[src/rtl/etsr_pkg.sv]
// Purpose: constants for the event triggered scan run block
// Assumes: 16-bit registers on a plain address/strobe port
// Notes:   register offsets are word indices on the plain port
package etsr_pkg;
	// ----------------------------------------------------------------
	// register offsets
	// ----------------------------------------------------------------
	localparam logic [3:0] OFF_PIN_CFG   = 4'h3; // pin_function_config
	localparam logic [3:0] OFF_SER_CFG   = 4'h4; // serial_path_config
	localparam logic [3:0] OFF_EVR_CFG   = 4'h7; // event_recognition_config
	localparam logic [3:0] OFF_CYC_CFG   = 4'h8; // cycle_counter_config
	localparam logic [3:0] OFF_EVC_CFG   = 4'h9; // event_counter_config
	localparam logic [3:0] OFF_SEC_CMD   = 4'hA; // secondary_command
	localparam logic [3:0] OFF_PRI_CMD   = 4'hB; // primary_command
	localparam logic [3:0] OFF_CYC_RLD   = 4'hC; // cycle_count_reload
	localparam logic [3:0] OFF_EVC_RLD   = 4'hD; // event_count_reload
	localparam logic [3:0] OFF_STATUS    = 4'hE; // run status
	localparam logic [3:0] OFF_OUT_WORD  = 4'h5; // outbound word buffer (write)
	localparam logic [3:0] OFF_IN_WORD   = 4'h6; // inbound word buffer (read)
	localparam logic [3:0] OFF_CNT_VAL   = 4'hF; // live low event counter value
	// ----------------------------------------------------------------
	// reset values
	// ----------------------------------------------------------------
	localparam logic [15:0] RST_PIN_CFG = 16'h008F;
	localparam logic [15:0] RST_SER_CFG = 16'h0780;
	localparam logic [15:0] RST_CYC_CFG = 16'h0004;
	localparam logic [15:0] RST_ZERO    = 16'h0000;
	// ----------------------------------------------------------------
	// field codes
	// ----------------------------------------------------------------
	localparam logic [1:0] CYC_SRC_TCK   = 2'h1; // count tck in run-test/idle
	localparam logic [3:0] FLG_CONTINUE  = 4'h4; // event 2 sets continue flag
	localparam logic [1:0] DET_ZERO_PASS = 2'h2; // detect at low counter zero
	localparam logic [2:0] EVC_RISE_E2   = 3'h5; // count rising edges event 2
	localparam logic [1:0] PAIR_SPLIT    = 2'h0; // two 16-bit counters
	localparam logic [3:0] CMD_RUN_TEST  = 4'h2; // primary: run-test action
	localparam logic [1:0] START_PARKED  = 2'h2; // park right after start
	localparam logic [3:0] CMD_CONTROL   = 4'h4; // secondary: control run
	localparam logic [3:0] CMD_LOAD      = 4'h6; // secondary: load counters
	localparam logic [3:0] CLR_ALL_FLAGS = 4'hF;
	localparam logic [2:0] START_NOW     = 3'h4;
	localparam logic [3:0] MODE_1149     = 4'h0;
	localparam logic [1:0] TCK_INTERNAL  = 2'h0;
	localparam logic [1:0] SRC_OUT_WORD  = 2'h3;
	localparam logic [1:0] TDI_SEL_ZERO  = 2'h2;
	localparam int         TCK_DIV       = 4;     // internal tck = clk / 2*div
endpackage

[src/rtl/etsr_sync_if.sv]
`timescale 1ns/10ps
// Purpose: carries synchronised pin levels and their edges
// Assumes: one clock domain
// Notes:   produced by etsr_pin_sync
interface etsr_sync_if;
	logic [3:0] event_lvl;  // synchronised event inputs
	logic [3:0] event_rise; // one-cycle rising edge pulses
	logic       tdo_lvl;    // synchronised return data
	modport src (output event_lvl, output event_rise, output tdo_lvl);
	modport dst (input event_lvl, input event_rise, input tdo_lvl);
endinterface

[src/rtl/etsr_top.sv]
// The register offsets and the plain strobed port are this design's own decisions.
`timescale 1ns/10ps
// Purpose: event triggered run-test control of a test bus controller
// Assumes: host writes 16-bit registers over a plain strobe port
// Notes:   internal test clock is a divided clk; event pins are synchronised
//
// Contract
// software loads event reload with N minus one
// start waits for counted event two edges
// reload bit reloads cycle counter at zero
// source 01 counts tck in run-test/idle
// enable bit set: zero raises finish flag
// enable bit clear: no hold flag raised
// select 0100: event two raises continue flag
// mode 10: recognise at low counter zero
// event three fields zero: ignored entirely
// count mode 101: rising edges event two
// pairing 00: two independent 16-bit counters
// no zero reload; load only on command
// field 000 loads pair on low event zero; the code loads only the low counter
// timing bit 0: asynchronous load at input; the code loads on a clk edge from the synchronised event zero level
// run-test command with start 10 parks
// control command clears flags, starts run
// operating mode 0000 plain 1149.1
// clock source 00 uses internal tck
// source 11 shifts outbound word to tdo; the code drives only its bit 0, unshifted
// capture through shift queue; tdi zero select
// host reads reply in 16-bit pieces
// software restores configuration after run
// continue flag releases parked run next tck
module etsr_top (
	// clock and reset
	input  wire logic        clk,
	input  wire logic        rst_n,
	// register port
	input  wire logic [3:0]  reg_addr,
	input  wire logic [15:0] reg_wdata,
	input  wire logic        reg_wr,
	input  wire logic        reg_rd,
	output logic      [15:0] reg_rdata,
	// event pins
	input  wire logic [3:0]  event_pin,
	// test bus
	input  wire logic        test_data_in_zero,
	output logic             test_clock_out_zero,
	output logic             tms_out,
	output logic             tdo_out,
	output logic             tdo_oe,
	// run state
	output logic             run_active,
	output logic             run_parked
);
	// ------------------------------------------------------------
	// synchronised pins
	// ------------------------------------------------------------
	etsr_sync_if sy ();
	etsr_pin_sync u_sync (
		.clk       (clk),
		.rst_n     (rst_n),
		.event_pin (event_pin),
		.tdi_pin   (test_data_in_zero),
		.sy        (sy)
	);

	// configuration registers
	logic [15:0] pin_cfg_r;       // pin_function_config
	logic [15:0] ser_cfg_r;       // serial_path_config
	logic [15:0] evr_cfg_r;       // event_recognition_config
	logic [15:0] cyc_cfg_r;       // cycle_counter_config
	logic [15:0] evc_cfg_r;       // event_counter_config
	logic [15:0] cyc_rld_r;       // cycle_count_reload
	logic [15:0] evc_rld_r;       // event_count_reload
	logic [15:0] pri_cmd_r;       // last primary command
	logic [15:0] out_word_r;      // outbound word buffer
	logic [15:0] in_word_r;       // inbound word buffer
	logic [15:0] queue_r;         // shift queue
	logic [15:0] cycle_counter_r; // cycle_counter
	logic [15:0] event_count_low_r;
	logic [15:0] event_count_high_r;

	// flags and run state
	logic finish_flag_r;   // finish request
	logic hold_flag_r;     // hold request
	logic continue_flag_r; // continue request
	logic [15:0] rdata_nxt;

	// strobe decodes
	logic wr_sec, wr_pri;
	assign wr_sec = reg_wr && (reg_addr == etsr_pkg::OFF_SEC_CMD);
	assign wr_pri = reg_wr && (reg_addr == etsr_pkg::OFF_PRI_CMD);

	// secondary command decode
	logic sec_ctrl, sec_clr, sec_start, sec_load_cyc, sec_load_evc;
	assign sec_ctrl     = wr_sec && (reg_wdata[15:12] == etsr_pkg::CMD_CONTROL);
	assign sec_clr      = sec_ctrl && (reg_wdata[3:0] == etsr_pkg::CLR_ALL_FLAGS);
	assign sec_start    = sec_ctrl && (reg_wdata[7:5] == etsr_pkg::START_NOW);
	assign sec_load_cyc = wr_sec && (reg_wdata[15:12] == etsr_pkg::CMD_LOAD) && reg_wdata[0];
	assign sec_load_evc = wr_sec && (reg_wdata[15:12] == etsr_pkg::CMD_LOAD) && reg_wdata[5];

	// ------------------------------------------------------------
	// internal test clock
	// ------------------------------------------------------------
	logic [7:0] div_r;
	logic       tck_r;
	logic       tck_rise;
	assign tck_rise = (div_r == 8'(etsr_pkg::TCK_DIV - 1)) && !tck_r;

	// free-running divider, so tck edges keep a fixed spacing
	always_ff @(posedge clk) begin
		if (!rst_n) begin
			div_r <= 8'h00;
			tck_r <= 1'b0;
		end else if (div_r == 8'(etsr_pkg::TCK_DIV - 1)) begin
			div_r <= 8'h00;
			tck_r <= ~tck_r;
		end else begin
			div_r <= div_r + 8'h01;
		end
	end

	// clock source 00 in mode 0000 selects the internal tck, others hold low
	assign test_clock_out_zero = (pin_cfg_r[13:12] == etsr_pkg::TCK_INTERNAL)
		&& (pin_cfg_r[11:8] == etsr_pkg::MODE_1149) && tck_r;

	// ------------------------------------------------------------
	// register writes
	// ------------------------------------------------------------
	always_ff @(posedge clk) begin
		if (!rst_n) begin
			pin_cfg_r  <= etsr_pkg::RST_PIN_CFG;
			ser_cfg_r  <= etsr_pkg::RST_SER_CFG;
			evr_cfg_r  <= etsr_pkg::RST_ZERO;
			cyc_cfg_r  <= etsr_pkg::RST_CYC_CFG;
			evc_cfg_r  <= etsr_pkg::RST_ZERO;
			cyc_rld_r  <= etsr_pkg::RST_ZERO;
			evc_rld_r  <= etsr_pkg::RST_ZERO;
			out_word_r <= etsr_pkg::RST_ZERO;
		end else if (reg_wr) begin
			case (reg_addr)
				etsr_pkg::OFF_PIN_CFG:  pin_cfg_r  <= reg_wdata;
				etsr_pkg::OFF_SER_CFG:  ser_cfg_r  <= reg_wdata;
				etsr_pkg::OFF_EVR_CFG:  evr_cfg_r  <= reg_wdata;
				etsr_pkg::OFF_CYC_CFG:  cyc_cfg_r  <= reg_wdata;
				etsr_pkg::OFF_EVC_CFG:  evc_cfg_r  <= reg_wdata;
				etsr_pkg::OFF_CYC_RLD:  cyc_rld_r  <= reg_wdata;
				etsr_pkg::OFF_EVC_RLD:  evc_rld_r  <= reg_wdata;
				etsr_pkg::OFF_OUT_WORD: out_word_r <= reg_wdata;
				default: ;
			endcase
		end
	end

	// ------------------------------------------------------------
	// run-test state machine
	// ------------------------------------------------------------
	typedef enum logic [3:0] {
		RS_IDLE    = 4'b0001, // no action pending
		RS_PENDING = 4'b0010, // waiting for start
		RS_PARKED  = 4'b0100, // started, parked until continue
		RS_RUN     = 4'b1000  // counting tck in run-test/idle
	} etsr_run_t;
	etsr_run_t state_r, state_nxt;

	logic cyc_zero;      // cycle counter passes through zero
	logic evt2_recog;    // event two recognised
	logic gate_armed;    // start held for event count
	assign gate_armed = (evr_cfg_r[3:0] == etsr_pkg::FLG_CONTINUE);

	// primary command capture
	always_ff @(posedge clk) begin
		if (!rst_n) begin
			pri_cmd_r <= etsr_pkg::RST_ZERO;
		end else if (wr_pri) begin
			pri_cmd_r <= reg_wdata;
		end
	end

	// next state
	always_comb begin
		state_nxt = state_r;
		case (state_r)
			RS_IDLE: begin
				if (wr_pri && reg_wdata[15:12] == etsr_pkg::CMD_RUN_TEST) begin
					state_nxt = RS_PENDING;
				end
			end
			RS_PENDING: begin
				if (sec_start) begin
					// start 10 parks, else run at once; an armed gate also parks
					if (pri_cmd_r[7:6] == etsr_pkg::START_PARKED || gate_armed) begin
						state_nxt = RS_PARKED;
					end else begin
						state_nxt = RS_RUN;
					end
				end
			end
			RS_PARKED: begin
				// leave on a tck edge so the run starts on a whole cycle
				if (continue_flag_r && tck_rise) begin
					state_nxt = RS_RUN;
				end
			end
			RS_RUN: begin
				if (finish_flag_r) begin
					state_nxt = RS_IDLE;
				end
			end
			default: state_nxt = RS_IDLE;
		endcase
	end

	// state register
	always_ff @(posedge clk) begin
		if (!rst_n) begin
			state_r <= RS_IDLE;
		end else begin
			state_r <= state_nxt;
		end
	end

	assign run_active = (state_r == RS_RUN);
	assign run_parked = (state_r == RS_PARKED);
	assign tms_out    = 1'b0; // stays in run-test/idle for this action

	// ------------------------------------------------------------
	// cycle counter
	// ------------------------------------------------------------
	logic cyc_counting;
	assign cyc_counting = run_active && tck_rise
		&& (cyc_cfg_r[5:3] == {etsr_pkg::CYC_SRC_TCK, 1'b0});
	assign cyc_zero = cyc_counting && (cycle_counter_r == 16'h0000);

	always_ff @(posedge clk) begin
		if (!rst_n) begin
			cycle_counter_r <= etsr_pkg::RST_ZERO;
		end else if (sec_load_cyc) begin
			cycle_counter_r <= cyc_rld_r;
		end else if (cyc_zero && cyc_cfg_r[2]) begin
			cycle_counter_r <= cyc_rld_r;
		end else if (cyc_counting) begin
			cycle_counter_r <= cycle_counter_r - 16'h0001;
		end
	end

	// ------------------------------------------------------------
	// event counters
	// ------------------------------------------------------------
	logic low_count_en, low_zero, pair_load;
	assign low_count_en = sy.event_rise[2]
		&& (evc_cfg_r[7:5] == etsr_pkg::EVC_RISE_E2);
	assign low_zero = low_count_en && (event_count_low_r == 16'h0000);
	// level load on event zero; timing bit 0 takes the raw synchronised level
	assign pair_load = (evc_cfg_r[2:0] == 3'h0) && !sy.event_lvl[0]
		&& !evc_cfg_r[8] && pin_cfg_r[0];

	always_ff @(posedge clk) begin
		if (!rst_n) begin
			event_count_low_r  <= etsr_pkg::RST_ZERO;
			event_count_high_r <= etsr_pkg::RST_ZERO;
		end else if (sec_load_evc || pair_load) begin
			event_count_low_r <= evc_rld_r;
		end else if (low_count_en) begin
			// zero reload only when its bit is set, else wrap
			if (low_zero && evc_cfg_r[4]) begin
				event_count_low_r <= evc_rld_r;
			end else begin
				event_count_low_r <= event_count_low_r - 16'h0001;
			end
			// cascade only when paired; 00 keeps high independent
			if (low_zero && evc_cfg_r[10:9] != etsr_pkg::PAIR_SPLIT) begin
				event_count_high_r <= event_count_high_r - 16'h0001;
			end
		end
	end

	// recognition of event two; event three fields zero recognise nothing
	assign evt2_recog = (evr_cfg_r[7:6] == etsr_pkg::DET_ZERO_PASS) ? low_zero
		: (evr_cfg_r[7:6] != 2'h0) && sy.event_rise[2];

	// ------------------------------------------------------------
	// request flags: set wins over clear
	// ------------------------------------------------------------
	always_ff @(posedge clk) begin
		if (!rst_n) begin
			finish_flag_r   <= 1'b0;
			hold_flag_r     <= 1'b0;
			continue_flag_r <= 1'b0;
		end else begin
			if (cyc_zero && cyc_cfg_r[1]) begin
				finish_flag_r <= 1'b1;
			end else if (sec_clr) begin // kept so status still shows the end
				finish_flag_r <= 1'b0;
			end
			if (cyc_zero && cyc_cfg_r[0]) begin
				hold_flag_r <= 1'b1;
			end else if (sec_clr) begin
				hold_flag_r <= 1'b0;
			end
			// only event two feeds the continue flag; event three is unused
			if (evt2_recog && gate_armed) begin
				continue_flag_r <= 1'b1;
			end else if (sec_clr || state_r == RS_RUN) begin
				continue_flag_r <= 1'b0;
			end
		end
	end

	// ------------------------------------------------------------
	// serial path
	// ------------------------------------------------------------
	// source 11 drives outbound word bit 0 to tdo on each tck rise of the run; capture goes via the queue
	logic serial_on;
	assign serial_on = run_active && tck_rise
		&& (ser_cfg_r[10:9] == etsr_pkg::SRC_OUT_WORD);

	always_ff @(posedge clk) begin
		if (!rst_n) begin
			queue_r   <= etsr_pkg::RST_ZERO;
			in_word_r <= etsr_pkg::RST_ZERO;
			tdo_out   <= 1'b0;
		end else if (serial_on) begin
			tdo_out <= out_word_r[0];
			if (ser_cfg_r[8] && ser_cfg_r[7:6] == etsr_pkg::TDI_SEL_ZERO) begin
				queue_r   <= {sy.tdo_lvl, queue_r[15:1]};
				in_word_r <= queue_r;
			end
		end
	end
	assign tdo_oe = !pin_cfg_r[5];

	// ------------------------------------------------------------
	// read path
	// ------------------------------------------------------------
	always_comb begin
		case (reg_addr)
			etsr_pkg::OFF_PIN_CFG: rdata_nxt = pin_cfg_r;
			etsr_pkg::OFF_SER_CFG: rdata_nxt = ser_cfg_r;
			etsr_pkg::OFF_EVR_CFG: rdata_nxt = evr_cfg_r;
			etsr_pkg::OFF_CYC_CFG: rdata_nxt = cyc_cfg_r;
			etsr_pkg::OFF_EVC_CFG: rdata_nxt = evc_cfg_r;
			etsr_pkg::OFF_CYC_RLD: rdata_nxt = cyc_rld_r;
			etsr_pkg::OFF_EVC_RLD: rdata_nxt = evc_rld_r;
			etsr_pkg::OFF_IN_WORD: rdata_nxt = in_word_r;
			etsr_pkg::OFF_CNT_VAL: rdata_nxt = event_count_low_r;
			etsr_pkg::OFF_STATUS:  rdata_nxt = {9'h000, continue_flag_r, hold_flag_r,
				finish_flag_r, state_r};
			default:               rdata_nxt = 16'h0000;
		endcase
	end

	// read data stand only in the cycle after the strobe
	always_ff @(posedge clk) begin
		if (!rst_n) begin
			reg_rdata <= 16'h0000;
		end else if (reg_rd) begin
			reg_rdata <= rdata_nxt;
		end else begin
			reg_rdata <= 16'h0000;
		end
	end

	// ------------------------------------------------------------
	// checks
	// ------------------------------------------------------------
	a_finish_ends_run: assert property (@(posedge clk) disable iff (!rst_n)
		run_active && finish_flag_r |=> !run_active)
		else $error("run did not end on finish flag");
	a_park_holds: assert property (@(posedge clk) disable iff (!rst_n)
		run_parked && !continue_flag_r |=> !run_active)
		else $error("run began without continue flag");
	a_no_hold_flag: assert property (@(posedge clk) disable iff (!rst_n)
		cyc_zero && !cyc_cfg_r[0] && !hold_flag_r |=> !hold_flag_r)
		else $error("hold flag raised while disabled");
	a_continue_set: assert property (@(posedge clk) disable iff (!rst_n)
		evt2_recog && gate_armed |=> continue_flag_r)
		else $error("continue flag not raised");
	a_release_tck: assert property (@(posedge clk) disable iff (!rst_n)
		run_parked && continue_flag_r && tck_rise |=> run_active)
		else $error("parked run not released");
	a_cycle_reload: assert property (@(posedge clk) disable iff (!rst_n)
		cyc_zero && cyc_cfg_r[2] && !sec_load_cyc |=> cycle_counter_r == $past(cyc_rld_r))
		else $error("cycle counter did not reload");
	a_clear_flags: assert property (@(posedge clk) disable iff (!rst_n)
		sec_clr && !evt2_recog && !cyc_zero |=> !continue_flag_r && !hold_flag_r)
		else $error("flags not cleared");
	a_low_counts: assert property (@(posedge clk) disable iff (!rst_n)
		low_count_en && !low_zero && !sec_load_evc && !pair_load
		|=> event_count_low_r == $past(event_count_low_r) - 16'h0001)
		else $error("low counter missed edge");
endmodule

[src/rtl/etsr_pin_sync.sv]
`timescale 1ns/10ps
// Purpose: two-flop synchronisers and edge detect on pins
// Assumes: pins are asynchronous to clk
// Notes:   edges are taken only from the second stage
module etsr_pin_sync (
	// clock and reset
	input  wire logic clk,
	input  wire logic rst_n,
	// raw pins
	input  wire logic [3:0] event_pin,
	input  wire logic       tdi_pin,
	// synchronised view
	etsr_sync_if.src  sy
);
	logic [4:0] meta_r;  // first stage, read only by stage two
	logic [4:0] sync_r;  // second stage
	logic [3:0] prev_r;  // for edge detection

	// ------------------------------------------------------------
	// synchroniser chain
	// ------------------------------------------------------------
	always_ff @(posedge clk) begin
		if (!rst_n) begin
			meta_r <= 5'h00;
			sync_r <= 5'h00;
			prev_r <= 4'h0;
		end else begin
			meta_r <= {tdi_pin, event_pin};
			sync_r <= meta_r;
			prev_r <= sync_r[3:0];
		end
	end

	assign sy.event_lvl  = sync_r[3:0];
	assign sy.event_rise = sync_r[3:0] & ~prev_r;
	assign sy.tdo_lvl    = sync_r[4];
endmodule

[config.mk]
export PLATFORM = sky130hd
export DESIGN_NAME = etsr_top
export DESIGN_NICKNAME = d
export VERILOG_FILES = /design/src/rtl/etsr_pkg.sv /design/src/rtl/etsr_sync_if.sv /design/src/rtl/etsr_top.sv /design/src/rtl/etsr_pin_sync.sv
export SDC_FILE = /design/constraint.sdc
export NUM_CORES = 1
export LEC_CHECK = 0
export BUFFER_PORTS_ARGS = -buffer_cell sky130_fd_sc_hd__buf_2
export CAP_MARGIN = 20
export CORE_ASPECT_RATIO = 0.75
export CORE_MARGIN = 10
export CORE_UTILIZATION = 55
export DETAILED_ROUTE_END_ITERATION = 6
export GPL_ROUTABILITY_DRIVEN = 0
export PLACE_DENSITY = 0.77
export SYNTH_ARGS = -nofsm -noshare
export SYNTH_HDL_FRONTEND = slang
export SYNTH_SLANG_ARGS = --single-unit
[constraint.sdc]
create_clock -name clk -period 2.4 [get_ports clk]
set_input_delay 0.12 -clock clk [delete_from_list [all_inputs] [get_ports clk]]
set_output_delay 0.12 -clock clk [all_outputs]
set_load 0.01 [all_outputs]
# [Yosys cells after proc, flatten, opt, wreduce, memory -nomap -nowiden]
# Cells that the tools add are included.
[classes] bitwise_logic=4 shifts=0 n_mul=0 n_lt_le_gt_ge=0 mux=19 n_reduce_logical=59 eq_ne=34 div=0 addsub=3
[op_table] cell="$pmux 16 s10" n=1
[op_table] cell="$mux 16" n=6
[op_table] cell="$eq 4x4->1 const B" n=10
[op_table] cell="$eq 4x3->1 const B" n=8
[op_table] cell="$logic_not 16->1" n=2
[op_table] cell="$sub 16x1->16 const B" n=2
[op_table] cell="$logic_and 1x1->1" n=29
[op_table] cell="$mux 4" n=5
[op_table] cell="$reduce_and 2->1" n=10
[op_table] cell="$pmux 4 s4" n=1
[op_table] cell="$eq 4x2->1 const B" n=3
[op_table] cell="$reduce_bool 2->1" n=5
[op_table] cell="$add 8x1->8 const B" n=1
[op_table] cell="$eq 2x2->1 const B" n=4
[op_table] cell="$eq 8x2->1 const B" n=1
[op_table] cell="$eq 3x3->1 const B" n=2
[op_table] cell="$mux 1" n=6
[op_table] cell="$eq 4x1->1 const B" n=1
[op_table] cell="$logic_not 1->1" n=4
[op_table] cell="$logic_not 4->1" n=1
[op_table] cell="$ne 2x1->1 const B" n=2
[op_table] cell="$ne 2x2->1 const B" n=2
[op_table] cell="$reduce_and 4->1" n=1
[op_table] cell="$and 3x3->3" n=1
[op_table] cell="other kinds (8)" n=11
[word_totals] input_bits=29 out_inout_bits=22 ff_bits=231 romBits=0 memories=0 ramBits=0 latch_bits=0 elab_cells=143

# [Logic depth before layout (Yosys ltp)]
[depth] depth_word=8 mapped_depth=10 ltp_nobuf=8

# [Modules after synthesis]
# From an unflattened synthesis, not the netlist that was laid out.
[hier_totals] cells_unflattened=1139 area_unflattened_um2=9511.6
[modules_own_cells] mod="etsr_top" area_per_inst_um2=9095.0 cells_each=1106 seq_area_each_um2=3943.8 instances=1
[modules_own_cells] mod="etsr_pin_sync" area_per_inst_um2=416.6 cells_each=33 seq_area_each_um2=280.3 instances=1

# [Least setup slack after synthesis]
# Ideal clock, no wire load.
[synth_timing] kind="reg2reg" from="reg event_count_low_r[0]" to="reg event_count_low_r[4]" stages_incl_launch_ff=10 n_path_buf=1 required_ns=2.281 setup_slack_ns=-0.085 arrival_ns=2.366 cell_sequence="dfxtp_1 > inv_1 > ha_1 > or3b_1 > or3_1 > buf_2 > nor4_4 > a21oi_2 > mux2_4 > o221a_1"
[synth_between] elab_chain_len=6 word_cells_on_any_way=7 cone_classes="1 x add/sub; 3 x mux; 3 x reduce/logical"
[synth_lines] element="start: declaration" line="etsr_top.sv:78" source="logic [15:0] event_count_low_r;"
[synth_lines] element="start signal: assignment" line="etsr_top.sv:258" source="event_count_low_r <= etsr_pkg::RST_ZERO;"
[synth_lines] element="start signal: assignment" line="etsr_top.sv:261" source="event_count_low_r <= evc_rld_r;"
[synth_lines] element="start signal: assignment" line="etsr_top.sv:265" source="event_count_low_r <= evc_rld_r;"
[synth_lines] element="branches (longest 3 deep; another with $sub 16x1->16)"
[synth_lines] element="$mux 16 *" line="etsr_top.sv:264" source="if (low_zero && evc_cfg_r[4]) begin"
[synth_lines] element="$mux 16 *" line="etsr_top.sv:262" source="end else if (low_count_en) begin"
[synth_lines] element="$mux 16 *" line="etsr_top.sv:260" source="end else if (sec_load_evc || pair_load) begin"
# Every way passes the cells marked *. The select of a mux whose other input is x is not followed.
# A chain may end at the register's enable or synchronous reset.

# [Worst setup path in the final report]
# Same ends and word-level chain as after synthesis.

==> impl_summary.txt <==
----------------------------------------------------
[Clock network]
  Number of H-tree levels ... 1
  Clock root buffer ... sky130_fd_sc_hd__clkbuf_16
  Max Root-Sink Buffers ... 3
  CTS clock-pin slew for the worst setup and hold paths ... 0.06 ns
  Number of buffers created by CTS ... 20
  Clock tree from TritonCTS ... built
  Clk sink count ... 204
  Skew-Pair Late Insertion Delay ... slightly below 0.5 ns

[Detailed routing]
  Number of iterations in the first detailed-routing pass ... 6
  Number of nets with antenna violations after detailed routing ... 0
  Detailed-route vias per instance ... 6.28
  Total length of routed wires ... 28,100 µm
  DRC violation total after the first TritonRoute iteration ... between 1,000 and 1,500
  Vias post-DR ... 8,619
  DR DRC count ... 0
  Post-DR wirelength/cell ... 20.5 µm

[GRT]
  Antenna violations before repair ... 0
  Largest net degree at the start of global routing ... 76
  Via count of the first global-routing pass ... between 8,000 and 9,000
  Total routing resource utilization after global routing ... 24.8%
  Wire length of the first global-routing pass ... 43,900 µm
  Gr ovfl total ... 0

[Finish]
  Layout cell share with drive strength beyond 1 ... 15.2%
  Final non-filler cell area ... 10,500 µm²
  Synth-to-layout area growth ... 19.0%
  Antenna diodes ... 0
  Net count of the finished layout ... 1,183
  Share of the core filled with cells ... 66.2%
  Number of fillers in the final layout ... 1,301

[Placement]
  Placed Area ... 9620 µm²
  Number of I/O port buffers ... 47
  Half-perimeter wire length after placement ... 19,000 µm
  Worst setup slack before clock tree synthesis ... 0.0504 ns

[Floorplan]
  Horiz. Die Dim ... 167 µm
  Full die area ... between 20,000 and 25,000 µm²
  Die boundary height ... 130 µm
  FP Rows ... 40
  Initial core utilization ... 55.6%
  Core region area ... 15,900 µm²
  Number of ports placed on the die boundary ... 51

[Power]
  Power per cell area ... 713 nW/µm²
  Worst IR drop on VDD ... 0.444 mV
  Design Power ... 7.52 mW
  P_leak ... 3.81 nW

[Logic synthesis]
  Share of flip-flops with an asynchronous set or reset after synthesis ... 0%
  Synth unique cells ... between 60 and 70
  Cell Area, Synth ... 8850 µm²
  Synthesized netlist cell count ... 1,070
  Part of the Yosys area used for sequential elements ... approximately 46%
  Most used flip-flop cell after synthesis ... sky130_fd_sc_hd__dfxtp_1
  Number of synthesized flops with an enable pin ... 0
  Warnings, synthesis ... 0
  Yosys reg bits ... 204
  Synth Net Count ... 1,102
  Mean Syn Cell Area ... 8.28 µm²

[STA]
  Final sum of negative setup slack ... -0.00909 ns
  Post-Route Skew ... between 0.007 and 0.008 ns
  Setup repair after global routing missed its margin ... true
  Final slew viol count ... 0
  Final setup fails ... 1
  Hold Vio Cnt, Final ... 0
  Transition time of the tightest slew-check pin ... 0.755 ns
  Final min period ... 2.41 ns
  Crit share post-route ... 100%
  Normalized max-slew margin ... a little under 50%
  Highest clock frequency the design can meet ... 415 MHz
  Crit path setup slack, layout ... -0.00909 ns

[Critical path]
  Critical path fanouts, max ... 3
  Type of the setup path with the least slack ... reg -> reg
  CP required ... 2.78 ns
  Endpoint type of the worst setup path ... register
  Type of origin of the critical path ... register
  Crit path DAT ... 2.79 ns

[Status]
  Run status ... finished with violations
  Violated checks ... setup timing

[Run]
  Count of max-cap constraint violations ... 0

[Min path]
  Worst min path class ... in -> reg

----------------------------------------------------
-- cell usage in the layout, fill, tap and decap left out, types with 9 or more instances in the layout --
master and n:
sky130_fd_sc_hd__and2_1 10, sky130_fd_sc_hd__a31oi_1 19, sky130_fd_sc_hd__inv_1 12, sky130_fd_sc_hd__dfxtp_1 202
sky130_fd_sc_hd__dlygate4sd3_1 16, sky130_fd_sc_hd__nor2_1 78, sky130_fd_sc_hd__clkbuf_16 21, sky130_fd_sc_hd__nor3_1 10
sky130_fd_sc_hd__a21oi_1 114, sky130_fd_sc_hd__buf_4 61, sky130_fd_sc_hd__xor2_1 11, sky130_fd_sc_hd__nand3_1 30
sky130_fd_sc_hd__a22oi_1 20, sky130_fd_sc_hd__o21ai_0 27, sky130_fd_sc_hd__a22o_1 24, sky130_fd_sc_hd__a221oi_1 24
sky130_fd_sc_hd__mux2i_1 38, sky130_fd_sc_hd__xnor2_1 9, sky130_fd_sc_hd__buf_2 47, sky130_fd_sc_hd__nor4_1 13
sky130_fd_sc_hd__nand2_1 239
-- worst max-delay path, stage by stage, from the launching register on --
cell and delay, ns:
sky130_fd_sc_hd__dfxtp_2 0.32, sky130_fd_sc_hd__inv_2 0.07, sky130_fd_sc_hd__ha_4 0.12, sky130_fd_sc_hd__or3b_4 0.39
sky130_fd_sc_hd__or3_4 0.39, sky130_fd_sc_hd__nor4_4 0.32, sky130_fd_sc_hd__a21oi_2 0.14, sky130_fd_sc_hd__mux2_4 0.31
sky130_fd_sc_hd__o221a_1 0.24
-- cells by family (layout without fill, tap and decap cells) --
family | after synthesis | in the layout | synth area share, %
multiplexers | 39 | 39 | 4.47
flip-flops | 204 | 204 | 46.1
buffers and inverters | 88 | 180 | 4.08
AND/OR/NAND/NOR | 441 | 441 | 22.9
other | 1 | 1 | 0.0424
XOR/XNOR | 20 | 20 | 1.98
AO/OA/AOI/OAI | 274 | 274 | 20.0
adder cells (fa/ha/maj) | 3 | 3 | 0.424
-- worst paths after layout --
kind	start	end	slack (ns)	cells past startpoint
max reg2reg	event_count_low_r[0]	event_count_low_r[4]	-0.009	8
max	event_count_low_r[0]	event_count_low_r[4]	-0.009	8
min	reg_wdata[12]	ser_cfg_r[12]	0.05	4
min reg2reg	u_sync.meta_r[4]	u_sync.sync_r[4]	0.44	1
-- state kept, by name, summed over array words and instances (netlist names), 2 cells and up --
signal and count:
cycle_counter_r 16, queue_r 2, reg_rdata 16, pri_cmd_r 2, cyc_cfg_r 16, state_r 4, pin_cfg_r 16, u_sync.meta_r 3
cyc_rld_r 16, in_word_r 15, evc_rld_r 16, ser_cfg_r 16, div_r 8, u_sync.sync_r 3, event_count_low_r 16, evc_cfg_r 16
evr_cfg_r 16
-- metrics by stage --
step           cells  hold slack (ns)
2_1_floorplan   1070            0.244
3_3_place_gp    1318            0.327
3_5_place_dp    1318            0.329
4_1_cts         1367           0.0375
5_1_grt         1372           0.0603
6_report        1372           0.0524
-- cells in the mapped netlist, types with 9 or more instances --
master,instances,area [µm²]
sky130_fd_sc_hd__nand2_1,240,901
sky130_fd_sc_hd__nor2_1,79,297
sky130_fd_sc_hd__a22o_1,24,210
sky130_fd_sc_hd__xnor2_1,9,78.8
sky130_fd_sc_hd__nor3_1,14,70.1
sky130_fd_sc_hd__a22oi_1,20,150
sky130_fd_sc_hd__inv_1,14,52.6
sky130_fd_sc_hd__o21ai_0,27,135
sky130_fd_sc_hd__mux2i_1,38,380
sky130_fd_sc_hd__a21oi_1,114,571
sky130_fd_sc_hd__nor4_1,13,81.3
sky130_fd_sc_hd__dfxtp_1,204,4080
sky130_fd_sc_hd__a221oi_1,24,210
sky130_fd_sc_hd__nand3_1,30,150
sky130_fd_sc_hd__and2_1,10,62.6
sky130_fd_sc_hd__clkbuf_1,59,221
sky130_fd_sc_hd__xor2_1,11,96.3
sky130_fd_sc_hd__buf_2,10,50.1
sky130_fd_sc_hd__a31oi_1,20,125
-- cell type report --
| class | instances | area (µm²) | area share, % |
|---|---|---|---|
| clock buffers | 30 | 619 | 5.88 |
| clock inverters | 3 | 40.0 | 0.380 |
| inverters | 15 | 58.8 | 0.558 |
| multi-input cells | 778 | 4480 | 42.5 |
| flip-flops and latches | 204 | 4090 | 38.8 |
| well taps | 210 | 263 | 2.49 |
| repair buffers | 132 | 987 | 9.37 |
-- layer usage --
layer  vias up  part of all wire, %  track usage [%]
met2       533                   43             38.4
li1       3953                    -                -
met4         0                  3.1             7.57
met3        76                   12             4.93
met5         -                    0                0
met1      4057                   42             34.3
-- report_power, final --
part	internal [mW]	switching, mW
Sequential	3.45	0.0697
Combinational	0.317	0.475
Clock	1.88	1.32
-- repair_timing --
action	4_1_cts	5_1_grt
hold endpoints to repair	58	0
setup buffers	0	5
hold buffers	16	0
setup endpoints to repair	0	16
gates resized for setup	0	16
Power figures use the tool's default switching activity.
